`src/inc/codec_link_pkg.sv`:
```
// Package for the codec link status, modem slot and queue level block.
// Assumes a 250 MHz APB clock and an AC-link bit clock far slower than it.
package codec_link_pkg;

  // ----------------------------------------------------------------------
  // Register offsets (byte addresses)
  // ----------------------------------------------------------------------
  localparam logic [7:0] OFF_LINK_STATUS = 8'h24;  // Codec link status, RO
  localparam logic [7:0] OFF_MODEM_OUT   = 8'h28;  // Modem slot out control, RW
  localparam logic [7:0] OFF_MODEM_IN    = 8'h2c;  // Modem slot in status, RO
  localparam logic [7:0] OFF_QUEUE       = 8'h30;  // Queue level and purge
  localparam logic [7:0] OFF_IRQ_STATUS  = 8'h40;  // Sticky events, write one to clear
  localparam logic [7:0] OFF_IRQ_MASK    = 8'h44;  // Event mask, RW

  // ----------------------------------------------------------------------
  // Field positions
  // ----------------------------------------------------------------------
  localparam int BIT_CODEC_READY = 24;  // Link status: codec ready
  localparam int BIT_READ_VALID  = 23;  // Link status: read result valid
  localparam int BIT_MODEM_REQ   = 20;  // Modem out: send request
  localparam int BIT_RX_PURGE    = 31;  // Queue: purge receive side
  localparam int BIT_TX_PURGE    = 30;  // Queue: purge transmit side
  localparam int IRQ_MODEM_IN    = 0;   // Event: modem status updated
  localparam int IRQ_READ_DONE   = 1;   // Event: codec read data returned
  localparam int IRQ_READY_RISE  = 2;   // Event: codec became ready
  localparam int IRQ_BITS        = 3;   // Number of event bits

  // ----------------------------------------------------------------------
  // Reset values and sizes
  // ----------------------------------------------------------------------
  localparam logic [31:0]         RST_REG      = 32'h0000_0000;
  localparam logic [IRQ_BITS-1:0] RST_IRQ      = 3'h0;
  localparam logic [7:0]          TX_CAPACITY  = 8'h80;  // Transmit queue size, bytes

  // ----------------------------------------------------------------------
  // AC-link frame layout
  // ----------------------------------------------------------------------
  localparam logic [3:0] SLOT_TAG     = 4'h0;   // Tag slot
  localparam logic [3:0] SLOT_ADDR    = 4'h1;   // Command address slot
  localparam logic [3:0] SLOT_DATA    = 4'h2;   // Command data slot
  localparam logic [3:0] SLOT_MODEM   = 4'hc;   // Modem GPIO slot, last of frame
  localparam logic [4:0] TAG_LAST     = 5'h0f;  // Last bit position of tag slot
  localparam logic [4:0] SLOT_LAST    = 5'h13;  // Last bit position of data slots
  localparam int         TAG_FRAME_OK = 15;     // Tag: frame valid / codec ready
  localparam int         TAG_ADDR_OK  = 14;     // Tag: slot 1 valid
  localparam int         TAG_DATA_OK  = 13;     // Tag: slot 2 valid
  localparam int         TAG_MODEM_OK = 3;      // Tag: slot 12 valid

  // Codec register command from the command register logic
  typedef struct packed {
    logic       rd;      // One for read, zero for write
    logic [6:0] index;   // Codec register index
    logic [15:0] wdata;  // Write data, ignored on read
  } codec_cmd_t;

  // Queue levels reported by the data queues
  typedef struct packed {
    logic [7:0] rx_used;  // Bytes held in receive queue
    logic [7:0] tx_free;  // Free bytes in transmit queue
  } queue_level_t;

endpackage : codec_link_pkg

```
`src/codec_link_status.sv`:
```
// Status, modem slot and queue level registers of an AC-link controller.
// Assumes an APB master on pclk, a codec bit clock and serial input from
// the pins, and command requests and queue levels from logic on pclk.
`timescale 1ns/1ps

// Function
// - Status bit 24 shows latest frame codec ready
// - New read request clears read valid flag, unless read data returns in the same cycle
// - Returned read data sets read valid flag
// - Bits 22-16 hold codec echoed index
// - Bits 15-0 hold last valid read data
// - Modem request bit sends slot 12 next
// - Modem request bit self clears after sending
// - Modem status captures valid slot 12 input
// - Modem status update raises an interrupt
// - Writing bit 31 purges receive queue
// - Writing bit 30 purges transmit queue
// - Bits 15-8 report receive bytes held
// - Bits 7-0 report transmit free bytes
// - Command request sends slot 1 next, and slot 2 for writes only
module codec_link_status (
  input  wire logic                         pclk,          // APB clock
  input  wire logic                         presetn,       // Async reset
  input  wire logic                         psel,          // APB select
  input  wire logic                         penable,       // APB access phase
  input  wire logic                         pwrite,        // APB direction
  input  wire logic [7:0]                   paddr,         // APB byte address
  input  wire logic [31:0]                  pwdata,        // APB write data
  output logic      [31:0]                  prdata,        // APB read data
  output logic                              pready,        // APB ready
  output logic                              pslverr,       // APB error
  input  wire logic                         cmd_req,       // Command request pulse
  input  wire codec_link_pkg::codec_cmd_t   cmd,           // Command fields
  input  wire codec_link_pkg::queue_level_t queue_level,   // Queue levels
  output logic                              rx_purge,      // Receive purge pulse
  output logic                              tx_purge,      // Transmit purge pulse
  output logic                              cmd_sent,      // Command slots sent pulse
  output logic                              irq,           // Level interrupt
  input  wire logic                         ac_bit_clk,    // Codec bit clock pin
  input  wire logic                         ac_sdata_in,   // Codec serial input pin
  output logic                              ac_sync,       // Frame sync pin
  output logic                              ac_sdata_out   // Serial output pin
);

  // ----------------------------------------------------------------------
  // Pin synchronisers
  // ----------------------------------------------------------------------
  logic [1:0] bclk_sync;   // Bit clock, two stages
  logic [1:0] sdin_sync;   // Serial input, two stages
  logic       bclk_prev;   // Last synced bit clock, for edges

  // Only the second stage feeds any logic
  always_ff @(posedge pclk or negedge presetn) begin
    if (!presetn) begin
      bclk_sync <= 2'h0;
      sdin_sync <= 2'h0;
      bclk_prev <= 1'b0;
    end else begin
      bclk_sync <= {bclk_sync[0], ac_bit_clk};
      sdin_sync <= {sdin_sync[0], ac_sdata_in};
      bclk_prev <= bclk_sync[1];
    end
  end

  logic bclk_rise;  // Drive edge of the link
  logic bclk_fall;  // Sample edge of the link
  assign bclk_rise = bclk_sync[1] & ~bclk_prev;
  assign bclk_fall = ~bclk_sync[1] & bclk_prev;

  // ----------------------------------------------------------------------
  // State
  // ----------------------------------------------------------------------
  logic [3:0]  slot,         next_slot;          // Slot being transferred
  logic [4:0]  pos,          next_pos;           // Bit position in slot
  logic [19:0] rx_shift,     next_rx_shift;      // Incoming bits of slot
  logic [15:0] rx_tag,       next_rx_tag;        // Tag of frame in flight
  logic [6:0]  rx_addr,      next_rx_addr;       // Echoed index candidate
  logic        codec_ready,  next_codec_ready;   // Latest tag ready bit
  logic        read_valid,   next_read_valid;    // Read result valid
  logic        read_wait,    next_read_wait;     // Read sent, answer due
  logic [6:0]  echo_index,   next_echo_index;    // Echoed index
  logic [15:0] read_data,    next_read_data;     // Last read data
  logic        cmd_pend,     next_cmd_pend;      // Command awaits a frame
  codec_link_pkg::codec_cmd_t cmd_hold, next_cmd_hold;  // Pending command
  codec_link_pkg::codec_cmd_t cmd_frm,  next_cmd_frm;   // Command in frame
  logic        send_cmd,     next_send_cmd;      // Frame carries command
  logic        send_modem,   next_send_modem;    // Frame carries modem word
  logic        modem_req,    next_modem_req;     // Modem send request
  logic [19:0] modem_word,   next_modem_word;    // Modem control word
  logic [19:0] modem_frm,    next_modem_frm;     // Modem word in frame
  logic [19:0] modem_in,     next_modem_in;      // Captured modem status
  logic [2:0]  irq_stat,     next_irq_stat;      // Sticky events
  logic [2:0]  irq_mask,     next_irq_mask;      // Event enables
  logic [31:0] next_prdata;                      // Read data to register
  logic        next_pready, next_pslverr;        // Bus answer
  logic        next_rx_purge, next_tx_purge;     // Purge pulses
  logic        next_cmd_sent, next_irq;          // Event outputs
  logic        next_sync, next_sdout;            // Link outputs

  // Slot end position: the tag slot is shorter
  function automatic logic [4:0] slot_end(input logic [3:0] s);
    slot_end = (s == codec_link_pkg::SLOT_TAG) ? codec_link_pkg::TAG_LAST
                                               : codec_link_pkg::SLOT_LAST;
  endfunction : slot_end

  // Outgoing word of a slot, left aligned in 20 bits
  function automatic logic [19:0] tx_word(input logic [3:0] s,
                                          input logic sc, input logic sm,
                                          input codec_link_pkg::codec_cmd_t c,
                                          input logic [19:0] mw);
    logic [15:0] tag;
    tag = 16'h0000;
    tag[codec_link_pkg::TAG_FRAME_OK] = sc | sm;
    tag[codec_link_pkg::TAG_ADDR_OK]  = sc;
    tag[codec_link_pkg::TAG_DATA_OK]  = sc & ~c.rd;
    tag[codec_link_pkg::TAG_MODEM_OK] = sm;
    if (s == codec_link_pkg::SLOT_TAG) begin
      tx_word = {tag, 4'h0};
    end else if (s == codec_link_pkg::SLOT_ADDR && sc) begin
      tx_word = {c.rd, c.index, 12'h000};
    end else if (s == codec_link_pkg::SLOT_DATA && sc && !c.rd) begin
      tx_word = {c.wdata, 4'h0};
    end else if (s == codec_link_pkg::SLOT_MODEM && sm) begin
      tx_word = mw;
    end else begin
      tx_word = 20'h00000;
    end
  endfunction : tx_word

  // ----------------------------------------------------------------------
  // Next state
  // ----------------------------------------------------------------------
  logic        acc;      // Access phase seen this cycle
  logic        wr_ok;    // Write takes effect now
  logic [19:0] rx_word;  // Slot word completed this fall
  logic [15:0] tag_now;  // Tag completed this fall
  logic [4:0]  send_idx; // Bit index within tx word
  logic [19:0] tx_now;   // Outgoing word of the slot in flight

  always_comb begin
    acc       = psel & penable & ~pready;
    wr_ok     = psel & penable & pready & pwrite;
    rx_word   = {rx_shift[18:0], sdin_sync[1]};
    tag_now   = rx_word[15:0];
    send_idx  = codec_link_pkg::SLOT_LAST - pos;
    tx_now    = tx_word(slot, send_cmd, send_modem, cmd_frm, modem_frm);
    next_slot        = slot;
    next_pos         = pos;
    next_rx_shift    = rx_shift;
    next_rx_tag      = rx_tag;
    next_rx_addr     = rx_addr;
    next_codec_ready = codec_ready;
    next_read_valid  = read_valid;
    next_read_wait   = read_wait;
    next_echo_index  = echo_index;
    next_read_data   = read_data;
    next_cmd_pend    = cmd_pend;
    next_cmd_hold    = cmd_hold;
    next_cmd_frm     = cmd_frm;
    next_send_cmd    = send_cmd;
    next_send_modem  = send_modem;
    next_modem_req   = modem_req;
    next_modem_word  = modem_word;
    next_modem_frm   = modem_frm;
    next_modem_in    = modem_in;
    next_irq_stat    = irq_stat;
    // Write one to clear first, so that an event below still sets
    if (wr_ok && paddr == codec_link_pkg::OFF_IRQ_STATUS) begin
      next_irq_stat = irq_stat & ~pwdata[2:0];
    end
    next_irq_mask    = irq_mask;
    next_sync        = ac_sync;
    next_sdout       = ac_sdata_out;
    next_cmd_sent    = 1'b0;
    next_rx_purge    = 1'b0;
    next_tx_purge    = 1'b0;

    // Command request from the command register logic
    if (cmd_req) begin
      next_cmd_pend = 1'b1;
      next_cmd_hold = cmd;
      if (cmd.rd) begin
        next_read_valid = 1'b0;
      end
    end

    // Drive edge: frame start latches what this frame carries
    if (bclk_rise) begin
      if (slot == codec_link_pkg::SLOT_TAG && pos == 5'h00) begin
        next_send_cmd   = cmd_pend;
        next_cmd_frm    = cmd_hold;
        next_cmd_pend   = cmd_req;
        next_send_modem = modem_req;
        next_modem_frm  = modem_word;
        next_sdout = cmd_pend | modem_req;
      end else begin
        next_sdout = tx_now[send_idx];
      end
      next_sync = (slot == codec_link_pkg::SLOT_TAG);
    end

    // Sample edge: shift in, act on slot ends, advance position
    if (bclk_fall) begin
      next_rx_shift = rx_word;
      if (pos == slot_end(slot)) begin
        next_pos = 5'h00;
        unique case (slot)
          codec_link_pkg::SLOT_TAG: begin
            next_rx_tag      = tag_now;
            next_codec_ready = tag_now[codec_link_pkg::TAG_FRAME_OK];
            if (tag_now[codec_link_pkg::TAG_FRAME_OK] && !codec_ready) begin
              next_irq_stat[codec_link_pkg::IRQ_READY_RISE] = 1'b1;
            end
          end
          codec_link_pkg::SLOT_ADDR: begin
            next_rx_addr = rx_word[18:12];
          end
          codec_link_pkg::SLOT_DATA: begin
            // Read answer comes the frame after the request
            if (read_wait && rx_tag[codec_link_pkg::TAG_ADDR_OK]
                && rx_tag[codec_link_pkg::TAG_DATA_OK]) begin
              next_read_valid = 1'b1;
              next_echo_index = rx_addr;
              next_read_data  = rx_word[19:4];
              next_read_wait  = 1'b0;
              next_irq_stat[codec_link_pkg::IRQ_READ_DONE] = 1'b1;
            end
            if (send_cmd) begin
              next_read_wait = cmd_frm.rd;
              next_cmd_sent  = 1'b1;
            end
          end
          codec_link_pkg::SLOT_MODEM: begin
            if (rx_tag[codec_link_pkg::TAG_MODEM_OK]) begin
              next_modem_in = rx_word;
              next_irq_stat[codec_link_pkg::IRQ_MODEM_IN] = 1'b1;
            end
            if (send_modem) begin
              next_modem_req = 1'b0;
            end
            next_send_cmd   = 1'b0;
            next_send_modem = 1'b0;
          end
          default: begin
          end
        endcase
        next_slot = (slot == codec_link_pkg::SLOT_MODEM) ? codec_link_pkg::SLOT_TAG
                                                          : slot + 4'h1;
      end else begin
        next_pos = pos + 5'h01;
      end
    end

    // Register writes; a software set beats the self clear
    if (wr_ok) begin
      unique case (paddr)
        codec_link_pkg::OFF_MODEM_OUT: begin
          next_modem_word = pwdata[19:0];
          if (pwdata[codec_link_pkg::BIT_MODEM_REQ]) begin
            next_modem_req = 1'b1;
          end
        end
        codec_link_pkg::OFF_QUEUE: begin
          next_rx_purge = pwdata[codec_link_pkg::BIT_RX_PURGE];
          next_tx_purge = pwdata[codec_link_pkg::BIT_TX_PURGE];
        end
        codec_link_pkg::OFF_IRQ_MASK: begin
          next_irq_mask = pwdata[2:0];
        end
        default: begin
        end
      endcase
    end

    // Bus answer: one wait state, data and error registered with ready
    next_pready  = acc;
    next_pslverr = 1'b0;
    next_prdata  = codec_link_pkg::RST_REG;
    if (acc) begin
      unique case (paddr)
        codec_link_pkg::OFF_LINK_STATUS: begin
          next_prdata = {7'h00, codec_ready, read_valid,
                         echo_index, read_data};
        end
        codec_link_pkg::OFF_MODEM_OUT: begin
          next_prdata = {11'h000, modem_req, modem_word};
        end
        codec_link_pkg::OFF_MODEM_IN: begin
          next_prdata = {12'h000, modem_in};
        end
        codec_link_pkg::OFF_QUEUE: begin
          // Purge bits read zero; a purge in flight reads empty and full
          next_prdata[15:8] = rx_purge ? 8'h00 : queue_level.rx_used;
          next_prdata[7:0]  = tx_purge ? codec_link_pkg::TX_CAPACITY
                                       : queue_level.tx_free;
        end
        codec_link_pkg::OFF_IRQ_STATUS: begin
          next_prdata = {29'h0, irq_stat};
        end
        codec_link_pkg::OFF_IRQ_MASK: begin
          next_prdata = {29'h0, irq_mask};
        end
        default: begin
          next_pslverr = 1'b1;   // Unmapped address
        end
      endcase
    end

    next_irq = |(next_irq_stat & next_irq_mask);
  end

  // ----------------------------------------------------------------------
  // Registers
  // ----------------------------------------------------------------------
  always_ff @(posedge pclk or negedge presetn) begin
    if (!presetn) begin
      slot         <= codec_link_pkg::SLOT_TAG;
      pos          <= 5'h00;
      rx_shift     <= 20'h00000;
      rx_tag       <= 16'h0000;
      rx_addr      <= 7'h00;
      codec_ready  <= 1'b0;
      read_valid   <= 1'b0;
      read_wait    <= 1'b0;
      echo_index   <= 7'h00;
      read_data    <= 16'h0000;
      cmd_pend     <= 1'b0;
      cmd_hold     <= '0;
      cmd_frm      <= '0;
      send_cmd     <= 1'b0;
      send_modem   <= 1'b0;
      modem_req    <= 1'b0;
      modem_word   <= 20'h00000;
      modem_frm    <= 20'h00000;
      modem_in     <= 20'h00000;
      irq_stat     <= codec_link_pkg::RST_IRQ;
      irq_mask     <= codec_link_pkg::RST_IRQ;
      prdata       <= codec_link_pkg::RST_REG;
      pready       <= 1'b0;
      pslverr      <= 1'b0;
      rx_purge     <= 1'b0;
      tx_purge     <= 1'b0;
      cmd_sent     <= 1'b0;
      irq          <= 1'b0;
      ac_sync      <= 1'b0;
      ac_sdata_out <= 1'b0;
    end else begin
      slot         <= next_slot;
      pos          <= next_pos;
      rx_shift     <= next_rx_shift;
      rx_tag       <= next_rx_tag;
      rx_addr      <= next_rx_addr;
      codec_ready  <= next_codec_ready;
      read_valid   <= next_read_valid;
      read_wait    <= next_read_wait;
      echo_index   <= next_echo_index;
      read_data    <= next_read_data;
      cmd_pend     <= next_cmd_pend;
      cmd_hold     <= next_cmd_hold;
      cmd_frm      <= next_cmd_frm;
      send_cmd     <= next_send_cmd;
      send_modem   <= next_send_modem;
      modem_req    <= next_modem_req;
      modem_word   <= next_modem_word;
      modem_frm    <= next_modem_frm;
      modem_in     <= next_modem_in;
      irq_stat     <= next_irq_stat;
      irq_mask     <= next_irq_mask;
      prdata       <= next_prdata;
      pready       <= next_pready;
      pslverr      <= next_pslverr;
      rx_purge     <= next_rx_purge;
      tx_purge     <= next_tx_purge;
      cmd_sent     <= next_cmd_sent;
      irq          <= next_irq;
      ac_sync      <= next_sync;
      ac_sdata_out <= next_sdout;
    end
  end

endmodule : codec_link_status

```
`config.mk`:
```
export PLATFORM = sky130hd
export DESIGN_NAME = codec_link_status
export DESIGN_NICKNAME = d
export VERILOG_FILES = /design/src/inc/codec_link_pkg.sv /design/src/codec_link_status.sv
export SDC_FILE = /design/constraint.sdc
export NUM_CORES = 1
export LEC_CHECK = 0
export BUFFER_PORTS_ARGS = -buffer_cell sky130_fd_sc_hd__buf_2
export CAP_MARGIN = 0
export CELL_PAD_IN_SITES_DETAIL_PLACEMENT = 1
export CELL_PAD_IN_SITES_GLOBAL_PLACEMENT = 2
export CORE_MARGIN = 2
export CORE_UTILIZATION = 35
export DETAILED_ROUTE_END_ITERATION = 6
export PLACE_DENSITY = 0.79
export SYNTH_ARGS = -nofsm -noshare
export SYNTH_HDL_FRONTEND = slang
export SYNTH_SLANG_ARGS = --single-unit
```
`constraint.sdc`:
```
create_clock -name pclk -period 2.4 [get_ports pclk]
set_input_delay 0.12 -clock pclk [delete_from_list [all_inputs] [get_ports pclk]]
set_output_delay 0.12 -clock pclk [all_outputs]
set_load 0.1 [all_outputs]
```
# ---- Word level (Yosys, flattened, before mapping)
# Cells that the tools add are included.
# W data, S select, Z words.
dict set report totals {
  elab_cells 155
  output_inout_bits 40
  ff_bits 239
  input_bits 88
  ram_bits 0
  latchBits 0
  rom_bits 0
  n_memories 0
}
dict set report op_classes {
  n_mux 64
  n_shift 0
  eq_ne 10
  n_addsub 3
  bitwise_logic 16
  div 0
  n_reduce_logical 24
  order_cmp 1
  mul 0
}
# cell count
set ops {}
lappend ops {{$pmux W16 S6} 1}
lappend ops {{$mux W20} 4}
lappend ops {{$mux W1} 46}
lappend ops {{$eq A8 B6 Y1 const B} 4}
lappend ops {{$pmux W9 S3} 1}
lappend ops {{$mux W25} 1}
lappend ops {{$eq A8 B7 Y1 const B} 2}
lappend ops {{$mux W8} 2}
lappend ops {{$mux W3} 5}
lappend ops {{$reduce_and A4 Y1} 3}
lappend ops {{$mux W5} 2}
lappend ops {{$logic_and A1 B1 Y1} 9}
lappend ops {{$and A1 B1 Y1} 7}
lappend ops {{$and A3 B3 Y3} 2}
lappend ops {{$lt A5 B6 Y1 const B} 1}
lappend ops {{$reduce_and A2 Y1} 3}
lappend ops {{$reduce_and A3 Y1} 2}
lappend ops {{$reduce_or A6 Y1} 1}
lappend ops {{$add A5 B1 Y5 const B} 1}
lappend ops {{$bmux W1 S5} 1}
lappend ops {{$eq A5 B5 Y1} 1}
lappend ops {{$logic_not A5 Y1} 1}
lappend ops {{$sub A5 B5 Y5 const A} 1}
lappend ops {{$add A4 B1 Y4 const B} 1}
lappend ops {{other kinds (11)} 16}

# ---- Logic depth before layout (Yosys ltp)
dict set report depth {
  depth_word 11
  mapped_depth 10
  ltp_nobuf 8
}

# ---- Worst setup path after synthesis
# No wires, ideal clock.
dict set report synth_timing {
  kind {flip-flop to flip-flop}
  start {register slot[0]}
  end {register read_data[10]}
  synth_period_minus_slack_ns 2.661
  setup_ns 0.125
  path_slack_ns -0.261
  path_buffers 2
  t_arrival_ns 2.536
  stages_incl_launch_ff 10
  t_required_ns 2.275
  cell_sequence {dfrtp_1 > inv_1 > ha_1 > or3b_2 > clkbuf_1 > mux2i_1 > nor2_1 > nand4_2 > buf_4 > mux2_2}
}
dict set report synth_between {
  elab_chain_len 4
  elab_cells_between_ends 5
  classes_between {eq/ne (2); mux (1); reduce/logical (2)}
}
# element line
set synth_rtl {}
lappend synth_rtl {{start: declaration} codec_link_status.sv:73} ;# logic [3:0] slot, next_slot;
lappend synth_rtl {{start signal: assignment} codec_link_status.sv:317} ;# slot <= codec_link_pkg::SLOT_TAG;
lappend synth_rtl {{start signal: assignment} codec_link_status.sv:348} ;# slot <= next_slot;
lappend synth_rtl {{$logic_not A4 Y1} codec_link_status.sv:102} ;# slot_end = (s == codec_link_pkg::SLOT_TAG) ? codec_link_pkg::TAG_LAST
lappend synth_rtl {{$mux W5} codec_link_status.sv:102}
lappend synth_rtl {{$eq A5 B5 Y1} codec_link_status.sv:205} ;# if (pos == slot_end(slot)) begin
lappend synth_rtl {{$reduce_and A4 Y1 (no source line) (*)} -}
lappend synth_rtl {{end signal: assignment} codec_link_status.sv:357} ;# read_data <= next_read_data;
lappend synth_rtl {{end: declaration} codec_link_status.sv:82} ;# logic [15:0] read_data, next_read_data;
# Every way passes the cells marked *; elsewhere a longest branch is shown, timed or not.
# A chain may end at the register's enable or synchronous reset.

# ---- Worst setup path after layout
dict set report layout_timing {
  start {register slot[0]}
  end {register modem_in[18]}
}
dict set report layout_between {
  elab_chain_len 4
  elab_cells_between_ends 5
  classes_between {eq/ne (2); mux (1); reduce/logical (2)}
}
# element line
set layout_rtl {}
lappend layout_rtl {{$logic_not A4 Y1} codec_link_status.sv:102}
lappend layout_rtl {{$mux W5} codec_link_status.sv:102}
lappend layout_rtl {{$eq A5 B5 Y1} codec_link_status.sv:205}
lappend layout_rtl {{$reduce_and A4 Y1 (no source line) (*)} -}
lappend layout_rtl {{end signal: assignment} codec_link_status.sv:366} ;# modem_in <= next_modem_in;
lappend layout_rtl {{end: declaration} codec_link_status.sv:91} ;# logic [19:0] modem_in, next_modem_in;
# Marked as above.

==> results.py <==
metrics = {
    "yosys": {
        "yosysMostFrequentCell": "dfrtp_1",
        "synth_flop_cell": "dfrtp_1",
        "syn_inst": 753,
        "ys_warn_count": 0,
        "synth_top_area_share_pct": 57.5,
        "yosysSeqAreaShare_pct": 57.5,
        "syn-cell-area_sq_um": 9570,
        "post_synth.cell_area_avg_sq_um": 12.7,
        "async_flop_share_pct": 100,
        "synth-seq-cells": 220,
        "synth_top_cells_by_count": "220 x dfrtp_1, 129 x mux2_2, 85 x nand2_1",
        "yosysUniqueCellTypes": 63,
        "synth.largest_area_cell": "dfrtp_1",
        "ys_top_cells_by_area": "dfrtp_1 58%, mux2_2 15%, mux2i_1 3.6%, nand2_1 3.3%, mux2_4 3.0%",
        "synth_edf_count": 0,
    },
    "floorplan": {
        "num_rows": 60,
        "initial_core_util_pct": 35.6,
        "pin_count": 128,
        "core_area_sq_um": 26900,
        "dieWidth_um": 169,
        "die-area_sq_um": 28700,
        "die_h_um": 169,
    },
    "finish": {
        "instances_no_fill": 1320,
        "nets": 1057,
        "drive_above_1_share_pct": 37.6,
        "areaGrowthSynthToFinish_pct": 29.2,
        "nFillCells": 2808,
        "n_antenna_cell": 0,
    },
    "place": {
        "gp_congestion": 0.819,
        "dp_cells": 1206,
        "io_buffers": 111,
        "pre_cts_slack_ns": -0.0194,
        "hpwl_um": 17300,
    },
    "clocking": {
        "clk_pin_slew_worst_paths_ns": 0.06,
        "clkSinkCount": 220,
        "htree_num_levels": 1,
        "cts_made_buffers": 25,
        "insertion_delay_ns": 0.51,
        "cts_root_buffer": "clkbuf_16",
        "cts_tree": "done",
        "ctsLongestPathBuffers": 3,
    },
    "power_and_ir_drop": {
        "peakVddDrop_mv": 0.523,
        "power_density_nw_per_um2": 799,
        "leakagePower_nw": 5.98,
        "power_mw": 9.88,
    },
    "sta": {
        "setup_tns_ns": 0,
        "finalHoldViolCount": 0,
        "relSlewSlack_pct": 57.8,
        "setup_ws_ns": 0.112,
        "fmax_mhz": 437,
        "tightest_slew_ns": 0.633,
        "period_needed_ns": 2.29,
        "slew_violations": 0,
        "final-setup-viol-count": 0,
        "fin_skew_ns": 0.0102,
        "hold_ws_ns": 0.0251,
        "post-route-period-util_pct": 95.3,
        "rsz0062_at_grt": "no",
    },
    "status": {
        "status": "completed",
    },
    "setup_path": {
        "crit_buf_inv": 3,
        "crit_required_ns": 2.79,
        "crit_chain": "inv_2 > ha_4 > or3b_4 > mux2i_4 > nor3_4 > buf_12 > buf_12 > mux2_2",
        "cpPeakStageDelay_ns": 0.40,
        "crit_slowest_cell": "dfrtp_1",
        "critPathCaptureType": "flip-flop",
        "cpLargestDelayFamily": "simple AND/OR/NAND/NOR gates",
        "crit_type": "flip-flop to flip-flop",
        "crit_fanout": 14,
        "path_common_cell": "buf_12",
        "critPathArrivalTime_ns": 2.68,
        "start_kind": "flip-flop",
    },
    "detailed_routing": {
        "drc": 0,
        "viasPerCell": 4.94,
        "first_iter_violations": 294,
        "postRouteAntennaNets": 0,
        "num_vias": 6526,
        "wl_per_cell_um": 18.7,
        "totalWireLength_um": 24600,
        "dr.pass1.iters": 4,
    },
    "min_path": {
        "min_path_type": "input port to flip-flop",
    },
    "run": {
        "maxCapViolations": 0,
    },
    "global_routing": {
        "grt_pass1_wl_um": 39800,
        "grt_overflow": 0,
        "grt_pass1_vias": 7152,
        "grt_usage_pct": 17.6,
        "grt_max_degree": 80,
        "grt_antenna_before_repair": 0,
    },
}
## worst paths after layout
check                                   from            to  slack (ns)  depth (start not counted)
max in group asynchronous            presetn    rx_tag[14]        1.42                          3
min in group asynchronous            presetn  cmd_hold[17]        0.18                          2
worst max register to register       slot[0]  modem_in[18]        0.11                          8
worst min register to register  bclk_sync[0]  bclk_sync[1]        0.35                          0
worst max-delay path                 slot[0]  modem_in[18]        0.11                          8
worst min-delay path                 penable        pready        0.03                          4
## layout make-up
class	instances	area [sq um]	share of cell area [%]
clock inverters	6	55.1	0.445
flip-flops and latches	220	5510	44.5
inverters	13	48.8	0.394
well taps	341	427	3.45
clock buffers	39	788	6.37
multi-input cells	477	3860	31.2
repair buffers	224	1680	13.6
## per-layer routing
metal | global-route usage [%] | share of wire [%] | vias up
li1 | - | - | 3074
met1 | 24.5 | 47 | 3270
met2 | 29.6 | 48 | 137
met3 | 2.17 | 3.2 | 45
met4 | 3.83 | 2.0 | 0
met5 | 0 | 0 | -
## sequential cells by signal, summed over array words and instances, names as in the netlist, 7 cells and up
name	count
rx_addr	7
modem_frm	20
cmd_frm	24
cmd_hold	24
rx_shift	19
modem_in	20
prdata	25
read_data	16
modem_word	20
echo_index	7
## tightest hold or removal path, cell delays in order
cell and delay, ns:
buf_2 0.10, nand2_1 0.07, or2_2 0.12, inv_1 0.07
## timing repair
action | CTS | global route
resized for setup | 1 | 1
hold buffers | 68 | 0
endpoints found under the hold margin | 145 | 0
pin swaps | 0 | 0
setup endpoints to repair | 4 | 1
buffers inserted | 1 | 0
## where the power goes
group	leakage (nW)	internal [mW]	switching (mW)
sequential	2.92	4.08	0.292
combinational	2.63	0.792	0.900
clock	0.424	2.35	1.47
## cell usage in the layout (no fill, tap or decap), types with 4 or more instances in the layout
master and n:
dfrtp_1 219, mux2_2 129, buf_2 110, nand2_1 85, dlygate4sd3_1 68, nor2_1 52, buf_4 37, mux2i_1 33
clkbuf_16 25, mux2_4 19, o21ai_0 16, a221oi_1 13, inv_1 11, clkbuf_8 11, nand3_1 9, a21oi_1 9
and3_1 8, buf_12 8, ha_1 7, conb_1 7, a31oi_1 5, a211oi_1 5, o211ai_1 5, clkinv_2 5
nor2b_1 4, nand4_1 4, a21o_1 4, o32ai_1 4
## cells by family (layout without fill, tap and decap cells)
logic type / count (synthesis) / after routing / synth area share [%]
and+or+nand+nor: 192 / 192 / 9.36
muxes: 185 / 185 / 22.4
other: 1 / 7 / 0.0392
adders and majority gates: 8 / 8 / 1.05
AOI/OAI and AO/OA: 81 / 81 / 6.08
DFF: 220 / 220 / 57.5
buffers and inverters: 62 / 282 / 3.20
xor gates and xnor gates: 4 / 4 / 0.366
## through the flow
step                area, sq um  utilization, %
finish                    12400            46.0
CTS                       12400            46.0
global route              12400            46.0
detailed placement        10800            40.3
floorplan                  9700               -
global placement          10800            40.3
No activity file was read; power rests on OpenSTA's default activity.
